File: config.mk
export PLATFORM = sky130hd
export DESIGN_NAME = fcs_host
export DESIGN_NICKNAME = d
export VERILOG_FILES = /design/src/verilog/fcs_pkg.sv /design/src/verilog/fcs_host.sv /design/src/verilog/fcs_bus_cycle.sv
export SDC_FILE = /design/constraint.sdc
export NUM_CORES = 1
export LEC_CHECK = 0
export BUFFER_PORTS_ARGS = -buffer_cell sky130_fd_sc_hd__clkbuf_2
export CAP_MARGIN = 20
export CORE_AREA = 10 10 120 204
export DETAILED_ROUTE_END_ITERATION = 8
export DIE_AREA = 0 0 130 214
export PLACE_DENSITY = 0.55
export REMOVE_ABC_BUFFERS = 1
export SYNTH_ARGS = -nofsm -noshare
export SYNTH_HDL_FRONTEND = slang
export SYNTH_HIERARCHICAL = 1
export SYNTH_SLANG_ARGS = --single-unit
File: constraint.sdc
create_clock -name clk -period 2.7 [get_ports clk]
set_input_delay 0.81 -clock clk [delete_from_list [all_inputs] [get_ports clk]]
set_output_delay 0.81 -clock clk [all_outputs]
set_load 0.01 [all_outputs]
File: src/verilog/fcs_pkg.sv
/*
 * fcs_pkg: constants and carrier types for the flash command host controller.
 * assumes a byte-wide parallel flash with 19 address bits, driven by the host.
 */
`default_nettype none
package fcs_pkg;
    localparam int ADDR_W = 19;
    localparam int DATA_W = 8;
    // unlock and command encodings
    localparam logic [18:0] UNLOCK_ADDR_A = 19'h05555;
    localparam logic [18:0] UNLOCK_ADDR_B = 19'h02AAA;
    localparam logic [7:0] UNLOCK_DATA_A = 8'hAA;
    localparam logic [7:0] UNLOCK_DATA_B = 8'h55;
    localparam logic [7:0] CMD_RESET = 8'hF0;
    localparam logic [7:0] CMD_PROGRAM = 8'hA0;
    localparam logic [7:0] CMD_ERASE_SETUP = 8'h80;
    localparam logic [7:0] CMD_IDENT = 8'h90;
    localparam logic [7:0] CMD_CHIP_ERASE = 8'h10;
    localparam logic [7:0] CMD_SECTOR_ERASE = 8'h30;
    localparam logic [7:0] CMD_SUSPEND = 8'hB0;
    localparam logic [7:0] CMD_RESUME = 8'h30;
    // identification read addresses
    localparam logic [18:0] ID_MAKER_ADDR = 19'h00000;
    localparam logic [18:0] ID_PART_ADDR = 19'h00001;
    localparam logic [18:0] ID_PROTECT_ADDR = 19'h00002;
    localparam int SECTOR_LSB = 16;
    // bus timing in clock cycles at 40 ns
    localparam int CLK_NS = 40;
    localparam int STROBE_NS = 80;
    localparam int STROBE_CYC = (STROBE_NS + CLK_NS - 1) / CLK_NS;
    localparam int READ_NS = 160;
    localparam int READ_CYC = (READ_NS + CLK_NS - 1) / CLK_NS;
    // accepted spacing of queued sector erase writes: below 80 ms
    localparam int QUEUE_GAP_MS = 80;
    localparam int QUEUE_GAP_CYC = QUEUE_GAP_MS * 25000;
    localparam int CNT_W = 8;

    typedef enum logic [2:0] {
        OP_RESET = 3'h0,
        OP_IDENT = 3'h1,
        OP_PROGRAM = 3'h2,
        OP_CHIP_ERASE = 3'h3,
        OP_SECTOR_ERASE = 3'h4,
        OP_SUSPEND = 3'h5,
        OP_RESUME = 3'h6,
        OP_READ = 3'h7
    } fcs_op_e;

    typedef struct packed {
        fcs_op_e op;
        logic [18:0] addr;
        logic [7:0] data;
        logic append;
    } fcs_req_s;

    typedef struct packed {
        logic [18:0] addr;
        logic [7:0] data;
        logic write;
    } fcs_cycle_s;
endpackage : fcs_pkg
`default_nettype wire

File: src/verilog/fcs_host.sv
/*
 * fcs_host: host-side controller that issues command sequences to a parallel flash
 * and polls completion on the poll bit. assumes one request at a time, single clock.
 */
`timescale 1ns/1ps
`default_nettype none
module fcs_host #(
    parameter int QUEUE_GAP_CYC = fcs_pkg::QUEUE_GAP_CYC,
    parameter int POLL_LIMIT = 32'd4000000
) (
    // clock and reset
    input wire logic clk,
    input wire logic arst_n,
    // request port
    input wire logic req_valid,
    output logic req_ready,
    input wire fcs_pkg::fcs_req_s req,
    // answer port
    output logic rsp_valid,
    output logic [7:0] rsp_data,
    output logic rsp_error,
    output logic parity_ok,
    output logic queue_open,
    // flash pins
    output logic [18:0] flash_addr,
    output logic [7:0] flash_dq_out,
    output logic flash_dq_oe,
    input wire logic [7:0] flash_dq_in,
    output logic flash_ce_n,
    output logic flash_we_n,
    output logic flash_oe_n
);
    typedef enum logic [2:0] {
        HS_IDLE = 3'h0,
        HS_ISSUE = 3'h1,
        HS_WAIT = 3'h2,
        HS_POLL = 3'h3,
        HS_POLL_WAIT = 3'h4,
        HS_DONE = 3'h5
    } fcs_hs_e;

    fcs_hs_e state;
    fcs_pkg::fcs_req_s cur;
    logic [2:0] step;
    logic [31:0] poll_cnt;
    logic [31:0] gap_cnt;
    logic start;
    logic done;
    logic [7:0] rdata;
    fcs_pkg::fcs_cycle_s cyc;

    // number of bus cycles each operation needs
    wire logic is_erase = (cur.op == fcs_pkg::OP_CHIP_ERASE) || (cur.op == fcs_pkg::OP_SECTOR_ERASE);
    wire logic short_op = (cur.op == fcs_pkg::OP_SUSPEND) || (cur.op == fcs_pkg::OP_RESUME)
        || (cur.op == fcs_pkg::OP_READ) || (cur.append && cur.op == fcs_pkg::OP_SECTOR_ERASE);
    wire logic [2:0] last_step = short_op ? 3'd0 : (is_erase ? 3'd5 : 3'd3);
    wire logic needs_poll = (cur.op == fcs_pkg::OP_PROGRAM) || is_erase;
    // unlock pairs: steps 0,1 and 3,4 of erase
    wire logic unlock_a = (step == 3'd0) || (is_erase && step == 3'd3);
    wire logic unlock_b = (step == 3'd1) || (is_erase && step == 3'd4);
    wire logic [7:0] third_byte =
        (cur.op == fcs_pkg::OP_RESET) ? fcs_pkg::CMD_RESET :
        (cur.op == fcs_pkg::OP_IDENT) ? fcs_pkg::CMD_IDENT :
        (cur.op == fcs_pkg::OP_PROGRAM) ? fcs_pkg::CMD_PROGRAM : fcs_pkg::CMD_ERASE_SETUP;
    wire logic [7:0] final_erase = (cur.op == fcs_pkg::OP_CHIP_ERASE) ?
        fcs_pkg::CMD_CHIP_ERASE : fcs_pkg::CMD_SECTOR_ERASE;
    wire logic [18:0] final_erase_addr = (cur.op == fcs_pkg::OP_CHIP_ERASE) ?
        fcs_pkg::UNLOCK_ADDR_A : cur.addr;
    wire logic [7:0] short_byte = (cur.op == fcs_pkg::OP_SUSPEND) ? fcs_pkg::CMD_SUSPEND :
        fcs_pkg::CMD_RESUME;
    // the four-cycle ident/reset/program forms end at step 3; ident and reset have no step 3 write
    wire logic tail_read = !short_op && !is_erase && (step == 3'd3) && (cur.op != fcs_pkg::OP_PROGRAM);

    always_comb begin
        cyc.write = 1'b1;
        cyc.addr = cur.addr;
        cyc.data = cur.data;
        if (short_op) begin
            cyc.write = (cur.op != fcs_pkg::OP_READ);
            cyc.data = (cur.op == fcs_pkg::OP_SECTOR_ERASE) ? fcs_pkg::CMD_SECTOR_ERASE : short_byte;
        end else if (state == HS_POLL || state == HS_POLL_WAIT) begin
            // the cycle unit takes cyc one clock after HS_POLL raises start
            cyc.write = 1'b0;
        end else if (unlock_a) begin
            cyc.addr = fcs_pkg::UNLOCK_ADDR_A;
            cyc.data = fcs_pkg::UNLOCK_DATA_A;
        end else if (unlock_b) begin
            cyc.addr = fcs_pkg::UNLOCK_ADDR_B;
            cyc.data = fcs_pkg::UNLOCK_DATA_B;
        end else if (step == 3'd2) begin
            cyc.addr = fcs_pkg::UNLOCK_ADDR_A;
            cyc.data = third_byte;
        end else if (step == 3'd5) begin
            cyc.addr = final_erase_addr;
            cyc.data = final_erase;
        end else if (tail_read) begin
            cyc.write = 1'b0;
        end
    end

    // erase completes when poll bit reads one; program when it equals bit 7 written
    wire logic poll_target = is_erase ? 1'b1 : cur.data[7];
    wire logic poll_hit = (rdata[7] == poll_target);

    assign req_ready = (state == HS_IDLE);
    assign queue_open = (gap_cnt != 32'd0);

    always_ff @(posedge clk or negedge arst_n) begin
        if (!arst_n) begin
            state <= HS_IDLE;
            cur <= '0;
            step <= '0;
            start <= 1'b0;
            poll_cnt <= '0;
            rsp_valid <= 1'b0;
            rsp_data <= '0;
            rsp_error <= 1'b0;
            parity_ok <= 1'b0;
        end else begin
            start <= 1'b0;
            rsp_valid <= 1'b0;
            case (state)
                HS_IDLE: begin
                    if (req_valid) begin
                        cur <= req;
                        step <= '0;
                        state <= HS_ISSUE;
                    end
                end
                HS_ISSUE: begin
                    start <= 1'b1;
                    state <= HS_WAIT;
                end
                HS_WAIT: begin
                    if (done) begin
                        if (step == last_step) begin
                            state <= (needs_poll && !short_op) ? HS_POLL : HS_DONE;
                            poll_cnt <= '0;
                        end else begin
                            step <= step + 3'd1;
                            state <= HS_ISSUE;
                        end
                    end
                end
                HS_POLL: begin
                    start <= 1'b1;
                    state <= HS_POLL_WAIT;
                end
                HS_POLL_WAIT: begin
                    if (done) begin
                        poll_cnt <= poll_cnt + 32'd1;
                        if (poll_hit || poll_cnt == POLL_LIMIT[31:0]) begin
                            rsp_error <= !poll_hit;
                            state <= HS_DONE;
                        end else begin
                            state <= HS_POLL;
                        end
                    end
                end
                HS_DONE: begin
                    rsp_valid <= 1'b1;
                    rsp_data <= rdata;
                    parity_ok <= ^rdata;
                    if (!needs_poll || short_op) begin
                        rsp_error <= 1'b0;
                    end
                    state <= HS_IDLE;
                end
                default: state <= HS_IDLE;
            endcase
        end
    end

    // window timer for appending sectors; restarted by each sector erase final write
    always_ff @(posedge clk or negedge arst_n) begin
        if (!arst_n) begin
            gap_cnt <= '0;
        end else if (done && state == HS_WAIT && cur.op == fcs_pkg::OP_SECTOR_ERASE && step == last_step) begin
            gap_cnt <= QUEUE_GAP_CYC[31:0] - 32'd1;
        end else if (gap_cnt != 32'd0) begin
            gap_cnt <= gap_cnt - 32'd1;
        end
    end

    fcs_bus_cycle u_cycle (
        .clk(clk),
        .arst_n(arst_n),
        .start(start),
        .cyc(cyc),
        .done(done),
        .rdata(rdata),
        .flash_addr(flash_addr),
        .flash_dq_out(flash_dq_out),
        .flash_dq_oe(flash_dq_oe),
        .flash_dq_in(flash_dq_in),
        .flash_ce_n(flash_ce_n),
        .flash_we_n(flash_we_n),
        .flash_oe_n(flash_oe_n)
    );
endmodule // fcs_host
`default_nettype wire

File: src/verilog/fcs_bus_cycle.sv
/*
 * fcs_bus_cycle: one read or write cycle on the flash parallel pins.
 * assumes the flash answers reads within READ_CYC clocks; data pins are split in/out/enable.
 */
`timescale 1ns/1ps
`default_nettype none
module fcs_bus_cycle #(
    parameter int STROBE_CYC = fcs_pkg::STROBE_CYC,
    parameter int READ_CYC = fcs_pkg::READ_CYC
) (
    // clock and reset
    input wire logic clk,
    input wire logic arst_n,
    // cycle request
    input wire logic start,
    input wire fcs_pkg::fcs_cycle_s cyc,
    output logic done,
    output logic [7:0] rdata,
    // flash pins
    output logic [18:0] flash_addr,
    output logic [7:0] flash_dq_out,
    output logic flash_dq_oe,
    input wire logic [7:0] flash_dq_in,
    output logic flash_ce_n,
    output logic flash_we_n,
    output logic flash_oe_n
);
    typedef enum logic [1:0] {
        BC_IDLE = 2'h0,
        BC_SETUP = 2'h1,
        BC_STROBE = 2'h2,
        BC_HOLD = 2'h3
    } fcs_bc_e;

    fcs_bc_e state;
    logic [fcs_pkg::CNT_W-1:0] cnt;
    logic is_write;
    wire logic [fcs_pkg::CNT_W-1:0] len = is_write ? fcs_pkg::CNT_W'(STROBE_CYC) : fcs_pkg::CNT_W'(READ_CYC);
    wire logic cnt_end = (cnt == len - fcs_pkg::CNT_W'(1));

    assign done = (state == BC_HOLD);

    always_ff @(posedge clk or negedge arst_n) begin
        if (!arst_n) begin
            state <= BC_IDLE;
            cnt <= '0;
            is_write <= 1'b0;
            flash_addr <= '0;
            flash_dq_out <= '0;
            flash_dq_oe <= 1'b0;
            flash_ce_n <= 1'b1;
            flash_we_n <= 1'b1;
            flash_oe_n <= 1'b1;
            rdata <= '0;
        end else begin
            case (state)
                BC_IDLE: begin
                    if (start) begin
                        // address set up a cycle ahead so the later falling edge is we_n
                        flash_addr <= cyc.addr;
                        flash_dq_out <= cyc.data;
                        flash_dq_oe <= cyc.write;
                        is_write <= cyc.write;
                        flash_ce_n <= 1'b0;
                        state <= BC_SETUP;
                    end
                end
                BC_SETUP: begin
                    flash_we_n <= ~is_write;
                    flash_oe_n <= is_write;
                    cnt <= '0;
                    state <= BC_STROBE;
                end
                BC_STROBE: begin
                    cnt <= cnt + fcs_pkg::CNT_W'(1);
                    if (cnt_end) begin
                        // we_n rises first, before ce_n, so data latches here
                        flash_we_n <= 1'b1;
                        flash_oe_n <= 1'b1;
                        if (!is_write) begin
                            rdata <= flash_dq_in;
                        end
                        state <= BC_HOLD;
                    end
                end
                BC_HOLD: begin
                    flash_ce_n <= 1'b1;
                    flash_dq_oe <= 1'b0;
                    state <= BC_IDLE;
                end
                default: state <= BC_IDLE;
            endcase
        end
    end
endmodule // fcs_bus_cycle
`default_nettype wire

# == Word level (Yosys, flattened, before mapping) ==
# Cells that the tools add are included.
# totals
latchBits,0
output_inout_bits,44
input_bits,42
mem_bits_rw,0
memories,0
register_bits,163
romBits,0
word_cells,169
# op_classes
n_lt_le_gt_ge,0
n_eq_ne,35
shift,0
n_reduce_logical,47
bitwise,1
multipliers,0
muxes,58
n_addsub,5
div_mod_pow,0
# ops
op,count
2-to-1 mux 32 bit,5
2-to-1 mux 27 bit,5
case mux 32 bit (2 select lines),1
2-to-1 mux 19 bit,2
2-to-1 mux 3 bit,12
adder 32 x 1 -> 32 bit (second input constant),1
== test 32 x 22 -> 1 bit (second input constant),1
nonzero test 32 bit,1
subtractor 32 x 1 -> 32 bit (second input constant),1
== test 3 bit (second input constant),8
== test 3 x 2 -> 1 bit (second input constant),6
2-to-1 mux 6 bit,3
2-to-1 mux 8 bit,2
case mux 8 bit (2 select lines),1
2-to-1 mux 1 bit,15
case mux 3 bit (5 select lines),1
inequality test 2 bit (second input constant),6
AND reduction 4 bit,3
nonzero test 2 bit,6
logical AND 1 bit,10
logical OR 1 bit,10
case mux 1 bit (2 select lines),5
AND reduction 2 bit,5
== test 3 x 1 -> 1 bit (second input constant),3
other kinds (23),33

# == Depth between registers and ports, before layout ==
# Gate-level depths: netlist of the first run.
# logic_depth
ltp_word,17
depth_mapped,10
mapped_depth_nobuf,9

# == Modules after synthesis ==
# The synthesis of the first run kept the hierarchy.
# by_module_without_submodules
mod,seq_area_each_um2,cells_each,area_per_inst_um2,n_inst
fcs_host,2827.7,669,6297.3,1
fcs_bus_cycle,1255.0,165,2190.9,1

# == Least setup slack after synthesis of the first run ==
# No wires, ideal clock.
# synth_timing
kind,reg-to-output
start,register gap_cnt[0]
end,output port queue_open
setup_slack_ps,184
stages_incl_launch_ff,7
required_time_ps,1890
path_buffers,0
t_arrival_ps,1706
path_cell_list,dfrtp_1 -> inv_1 -> ha_1 -> nor3b_1 -> nand4b_2 -> nor4_4 -> inv_2
# synth_between
elab_chain_len,1
# synth_rtl
element,line,text
from (decl),fcs_host.sv:46,logic [31:0] gap_cnt;
from (signal assigned),fcs_host.sv:179,gap_cnt <= QUEUE_GAP_CYC[31:0] - 32'd1;
from (signal assigned),fcs_host.sv:181,gap_cnt <= gap_cnt - 32'd1;
nonzero test 32 bit,fcs_host.sv:106,assign queue_open = (gap_cnt != 32'd0);
to (decl),fcs_host.sv:23,"output logic queue_open,"
# No other way between the ends.

# == Worst setup path after layout of the first run ==
# layout_timing
start,register gap_cnt[12]
end,output port queue_open
# Same word-level chain as after synthesis.

==> results by group, run 1 <==
Outcome
  • Outcome: finished, violations left
  • Violations in the final reports: negative setup slack

Yosys
  • Post-synth EDFFs: 0
  • Leading area contributor after synthesis: dfrtp_1
  • Cell count after synthesis: 834
  • Synth warnings: 6
  • Post-synth top flop: dfrtp_1
  • Post-synthesis sequential area ratio: 0.4810
  • Synth async-reset ratio: 1.000
  • Most common cell in the netlist: dfrtp_1
  • Post-Syn Area: 8488 sq um
  • Post-synthesis cell type count: between 80 and 90
  • Top-area cell type share of the netlist area: 0.4717
  • Largest cells by area after synthesis: dfrtp_1, mux2_2, nand2_1, o21ai_0, nor2_1
  • Top post-synthesis cells by count: dfrtp_1, nand2_1, mux2_2
  • Synth Register Bits: 163
  • Syn Area/Cell: around 10 sq um

STA
  • Rel. slew slack: 0.5182
  • Slew @ Worst Pin: around 0.72 ns
  • Fin Hold WS: roughly 0.32 ns
  • Final hold violation count: 0
  • Final period utilization: 1.115
  • Post-route setup slack: -0.3110 ns
  • Final setup viols: 1
  • Post-layout minimum cycle time: about 3 ns
  • Fin Setup TNS: -0.3110 ns
  • Worst Skew: ~0.014 ns
  • Pins Over Slew Limit: 0
  • Max Clk Rate: approximately 330 MHz
  • RSZ-0062 raised after global routing: true

Placement
  • I/O Buffers: between 80 and 90
  • Placer Congestion: ~0.82
  • Final HPWL from detailed placement: 14,350 um
  • Placed Instances: 1,174

Drt
  • Post-DR wirelength/cell: 16.73 um
  • Vias per cell: between 5 and 6
  • Initial DRC count: 299
  • DRC viols: 0
  • Drt first pass iters: 4
  • Final wirelength: 20,200 um
  • Via count: 6,584
  • DRT antenna net count: 0

Global routing
  • Initial antenna violation count: 1
  • Largest net degree at the start of global routing: 51
  • Vias in the first global route: 6,794
  • First-pass GRT wire length: about 34,000 um
  • Total track usage: 0.1517
  • GRT overflow: 0

Critical path
  • Critical Path Start: gap_cnt[12]
  • Worst setup SP type: flip-flop
  • Internal reg-to-reg setup slack: between 0.3 and 0.4 ns
  • Worst setup path class: reg -> out
  • R2R Path End: u_cycle/flash_addr[5]
  • Worst EP required: 1.89 ns
  • Worst r2r src: cur[29]
  • Crit end category: output port
  • Arrival time worst endpoint: about 2.2 ns
  • CP Max Fanout: 4
  • Worst R2R Path Depth: 8

Clocking
  • Num CTS Buffers: 17
  • CTS Buffer Depth: 2
  • Clock Sink Count: ~160
  • Clk Latency, worst-skew pair: between 0.4 and 0.5 ns
  • CTS root buf: clkbuf_16
  • CTS clk-pin slew, worst paths: 0.07 ns
  • Postcts setup bufs: 0
  • Hold-fix buffers, CTS: 0
  • Post-cts resize count: 0
  • H-Tree Depth: 4
  • CTS tree: yes

Die
  • DIE WIDTH: ~130 um
  • Die height: approximately 210 um
  • Full die area: ~28,000 sq um
  • IO Pins: 86
  • Core ar.: ~21,000 sq um
  • Std cell rows: 71
  • Initial Util: 0.4015

Final layout
  • Layout cells sized above 1: 0.2713
  • Area Overhead vs Synth: 17.94%
  • Fillcell total: roughly 2,100
  • Final non-filler cell total: about 1,200
  • Final net count: approximately 990

Power
  • Total Power: between 10 and 15 mW
  • Internal power: ~6.7 mW
  • Power share of the clock group: 0.229
  • Combinational Power Share: 0.406
  • NetSw: roughly 4 mW
  • P per Cell Area: about 1100 nW/um^2
  • Net Sw Frac: 0.3771
  • Seq pwr share: 0.366
  • Peak VDD IR: 0.5227 mV
  • LEAKAGE: approximately 4.5 nW

Flow run
  • Max cap viols: 0

Worst hold path
  • Hold Crit Class: in -> async
worst max path at each step:
stage | endpoint | slack (ns) | cells past startpoint
after floorplan | cur[0] | -1.0 | 3
final | queue_open | -0.31 | 5
after global routing | queue_open | -0.39 | 5
after global placement | queue_open | 0.14 | 5
after CTS | queue_open | -0.33 | 5
after detailed placement | queue_open | 0.15 | 5
per-stage QoR:
step                      utilization  worst slack (ns)  instance area, sq um
final                          0.4735           -0.3110                 10010
after global routing           0.4735           -0.3926                 10010
after floorplan                     -           -0.9965                  8342
after CTS                      0.4727           -0.3309                  9995
after detailed placement       0.4447            0.1478                  9403
after global placement         0.4447            0.1448                  9403
registers in the layout, indices dropped and copies added, names as in the netlist, 2 cells and up:
| name | flops |
|---|---|
| rsp_data | 8 |
| step | 3 |
| poll_cnt | 32 |
| u_cycle/flash_addr | 19 |
| u_cycle/cnt | 8 |
| u_cycle/rdata | 8 |
| u_cycle/flash_dq_out | 8 |
| gap_cnt | 32 |
| cur | 31 |
| u_cycle/state | 2 |
| state | 3 |
worst max-delay path: stages, from the launching register on:
cell	delay [ns]
dfrtp_1	0.40
or4_4	0.57
or3_4	0.39
nor4_4	0.21
inv_2	0.06
clkbuf_2	0.14
cell usage in the layout, fill, tap and decap left out, drive strengths merged, types with 12 or more instances in the layout:
master / n
or3: 25
ha: 14
nand2: 89
o21ai: 47
nand3: 42
o31ai: 12
a21oi: 34
nor4: 12
dfrtp: 160
nand4: 22
mux2: 68
xor2: 22
buf: 35
nor2: 56
inv: 27
nand2b: 13
clkbuf: 103
or4: 14
nor3: 23
metal layers:
layer | routed length (um) | global-route usage
met4 | 367 | 0.06137
met5 | 0 | 0
met3 | 561 | 0.03291
met2 | 10860 | 0.2666
met1 | 8409 | 0.1715
area by class of cell:
type,instances,area [sq um],share of cell area
Sequential cell,163,4083,0.4078
Clock buffer,19,442.9,0.04424
Timing Repair Buffer,119,737.0,0.07362
Multi-Input combinational cell,614,4192,0.4187
Antenna cell,1,2.502,0.0002500
Tap cell,255,319.1,0.03187
Clock inverter,13,148.9,0.01487
Inverter,23,86.33,0.008624
logic make-up (layout without fill, tap and decap cells):
family          after synthesis  in the layout  synth area share
xor+xnor                     32             32           0.03302
mux                          73             73           0.09611
other cells                   0              1                 0
buf+inv                      57            174           0.02742
simple gates                347            347            0.2279
fa+ha+maj                    14             14           0.02064
flops                       163            163            0.4810
compound gates              148            148            0.1139
power groups by stage:
stage               clock, mW  combinational (mW)  sequential (mW)
floorplan                   0                2.88             3.98
global placement            0                4.37             3.97
detailed placement          0                4.42             3.99
CTS                      2.54                4.44             3.94
global route             2.64                4.90             4.08
finish                   2.47                4.37             3.94
No activity file was read; power rests on OpenSTA's default activity.
==> run 2, diff against run 1 <==
Settings changed: CORE_AREA 10 10 120 204 to 10 10 151 257, DIE_AREA 0 0 130 214 to 0 0 161 267, PLACE_DENSITY 0.55 to 0.37.
==> run 2 against run 1 <==
Net effect:
- via count grew 1.5%
- global-route usage shrank 3.7 points
- clock-buffer cell count grew 1
- clock power grew 2%
- design area grew 3.6%
- the run still ends with negative setup slack left
- register-to-register slack lost 0.06 ns
- worst setup slack lost 0.013 ns
- routed wire length grew 19%
- clock skew grew 0.0047 ns
==> results by group, run 2 (synthesis gave the netlist of run 1 again) <==
Final layout
  • Final core utilization: 0.3010 (was 0.4735)
  • Antenna cell count: 0 (was 1)
  • Most frequent cells in the layout: dfrtp_1, nand2_1, clkbuf_2 (unchanged)
  • Fillcell total: 3,734 (was 2,072)
  • Area Overhead vs Synth: 22.20% (was 17.94%)
  • Design area: 10,370 sq um (was 10,010 sq um)
  • Final net count: 1,007 (was 994)
  • Commonest non-fill, non-tap cell in the layout: dfrtp_1 (unchanged)
  • Largest regs: gap_cnt x32, poll_cnt x32, cur x31 (unchanged)
  • Final non-filler cell total: 1,424 (was 1,207)
  • Layout cells sized above 1: 0.2790 (was 0.2713)

STA
  • Rel. slew slack: 0.6209 (was 0.5182)
  • Worst Skew: 0.01835 ns (was 0.01360 ns)
  • Final setup viols: 1 (unchanged)
  • Post-route setup slack: -0.3243 ns (was -0.3110 ns)
  • Pins Over Slew Limit: 0 (unchanged)
  • Final hold violation count: 0 (unchanged)
  • Final period utilization: 1.120 (was 1.115)
  • Post-layout minimum cycle time: 3.024 ns (was 3.011 ns)
  • RSZ-0062 raised after global routing: true (unchanged)
  • Slew @ Worst Pin: 0.5634 ns (was 0.7165 ns)
  • Fin Setup TNS: -0.3243 ns (was -0.3110 ns)
  • Max Clk Rate: 330.7 MHz (was 332.1 MHz)

Global routing
  • Total track usage: 0.1144 (was 0.1517)
  • GR met1 Demand/Resource: 0.1253 (was 0.1715)
  • First-pass GRT wire length: 39,090 um (was 34,220 um)
  • Largest net degree at the start of global routing: 48 (was 51)
  • Vias in the first global route: 6,989 (was 6,794)
  • GRT overflow: 0 (unchanged)
  • M2 GR Usage: 0.2070 (was 0.2666)
  • Met3 Use GR: 0.02144 (was 0.03291)
  • Most Used Layer, Global Route: met2 (unchanged)
  • Initial antenna violation count: 0 (was 1)

Outcome
  • Violations in the final reports: negative setup slack (unchanged)
  • Outcome: finished, violations left (unchanged)

Placement
  • Placed Instances: 1,392 (was 1,174)
  • Cell Area, Placed: 9782 sq um (was 9403 sq um)
  • Setup WS pre-CTS: 0.1310 ns (was 0.1478 ns)
  • Final HPWL from detailed placement: 17,690 um (was 14,350 um)
  • Placer Congestion: 0.7506 (was 0.8221)
  • I/O Buffers: 85 (unchanged)

Clocking
  • CTS clk-pin slew, worst paths: 0.06 ns (was 0.07 ns)
  • CTS Buffer Depth: 2 (unchanged)
  • Clock Sink Count: 163 (unchanged)
  • H-Tree Depth: 4 (unchanged)
  • CTS tree: yes (unchanged)
  • CTS root buf: clkbuf_16 (unchanged)
  • Post-cts resize count: 0 (unchanged)
  • Num CTS Buffers: 17 (unchanged)
  • Clk Latency, worst-skew pair: 0.46 ns (was 0.44 ns)
  • Postcts setup bufs: 0 (unchanged)

Drt
  • Initial DRC count: 350 (was 299)
  • Final wirelength: 24,000 um (was 20,200 um)
  • Post-DR wirelength/cell: 16.85 um (was 16.73 um)
  • Via count: 6,680 (was 6,584)
  • Drt first pass iters: 4 (unchanged)
  • Vias per cell: 4.691 (was 5.455)
  • DRT antenna net count: 0 (unchanged)
  • DRC viols: 0 (unchanged)

Critical path
  • Worst EP required: 1.89 ns (about the same)
  • Crit end category: output port (unchanged)
  • Worst setup path class: reg -> out (unchanged)
  • CP Max Fanout: 4 (unchanged)
  • Worst setup SP type: flip-flop (unchanged)
  • Critical Path Start: gap_cnt[12] (unchanged)
  • Worst r2r src: cur[30] (was cur[29])
  • Internal reg-to-reg setup slack: 0.30 ns (was 0.36 ns)
  • Arrival time worst endpoint: 2.21 ns (was 2.20 ns)

Die
  • Initial Util: 0.2463 (was 0.4015)
  • Core ar.: 34,460 sq um (was 21,140 sq um)
  • IO Pins: 86 (unchanged)
  • Die height: 267 um (was 214 um)
  • Full die area: 42,990 sq um (was 27,820 sq um)
  • DIE WIDTH: 161 um (was 130 um)
  • Std cell rows: 90 (was 71)

Flow run
  • Max cap viols: 0 (unchanged)

Power
  • LEAKAGE: 4.537 nW (was 4.469 nW)
  • P per Cell Area: 1061 nW/um^2 (was 1077 nW/um^2)
  • Peak VDD IR: 0.4860 mV (was 0.5227 mV)

Worst hold path
  • Hold Crit Class: in -> async (unchanged)
==> run 2: changes by cell type in the layout (fill, tap and decap cells not counted), sizes merged <==
cell,delta
buf,+13
clkbuf,+1
clkinv,+1
clkinvlp,-2
diode,-1
==> run 2: worst max-delay path: stages (launching register included) <==
cell      delay [ns]
dfrtp_1         0.40
or4_4           0.56
or3_4           0.40
nor4_4          0.21
inv_2           0.07
clkbuf_2        0.13
==> run 2: repair_timing <==
| action | 4_1_cts | 5_1_grt |
|---|---|---|
| endpoints found under the setup margin | 1 | 1 |
| gates cloned | 0 | 0 |
| hold buffers | 0 | 0 |
==> run 2: power by group <==
group / internal, mW / switching, mW
clock network: 1.41 / 1.10
logic: 2.09 / 2.43
registers: 3.28 / 0.700
==> run 2: metrics by stage <==
| step | hold WS, ns | power [mW] |
|---|---|---|
| 5_1_grt | 0.3481 | 11.89 |
| 3_5_place_dp | 0.4695 | 8.671 |
| 4_1_cts | 0.3267 | 11.26 |
| 3_3_place_gp | 0.4678 | 8.632 |
| 6_report | 0.3106 | 11.01 |
| 2_1_floorplan | 0.4721 | 6.865 |
==> run 2: final timing paths <==
check                                         to  cells after the start
max                                   queue_open                      5
min                                  gap_cnt[30]                      1
max reg2reg                u_cycle/flash_addr[5]                      7
min reg2reg                          rsp_data[6]                      2
max in group asynchronous            poll_cnt[6]                      2
min in group clk                     rsp_data[6]                      2
==> run 2: final cells by class <==
| type | count | area [sq um] | share of cell area |
|---|---|---|---|
| multi-input combinational | 614 | 4178 | 0.4028 |
| sequential | 163 | 4083 | 0.3936 |
| timing repair buffer | 132 | 859.6 | 0.08287 |
| tap | 460 | 575.6 | 0.05549 |
| clock buffer | 20 | 446.7 | 0.04306 |
| clock inverter | 12 | 143.9 | 0.01387 |
| inverter | 23 | 86.33 | 0.008323 |
==> run 2: metal layers <==
| metal | share of wire | vias up |
|---|---|---|
| li1 | - | 3250 |
| met1 | 0.39 | 3321 |
| met2 | 0.56 | 83 |
| met3 | 0.026 | 26 |
| met4 | 0.025 | 0 |
| met5 | 0 | - |
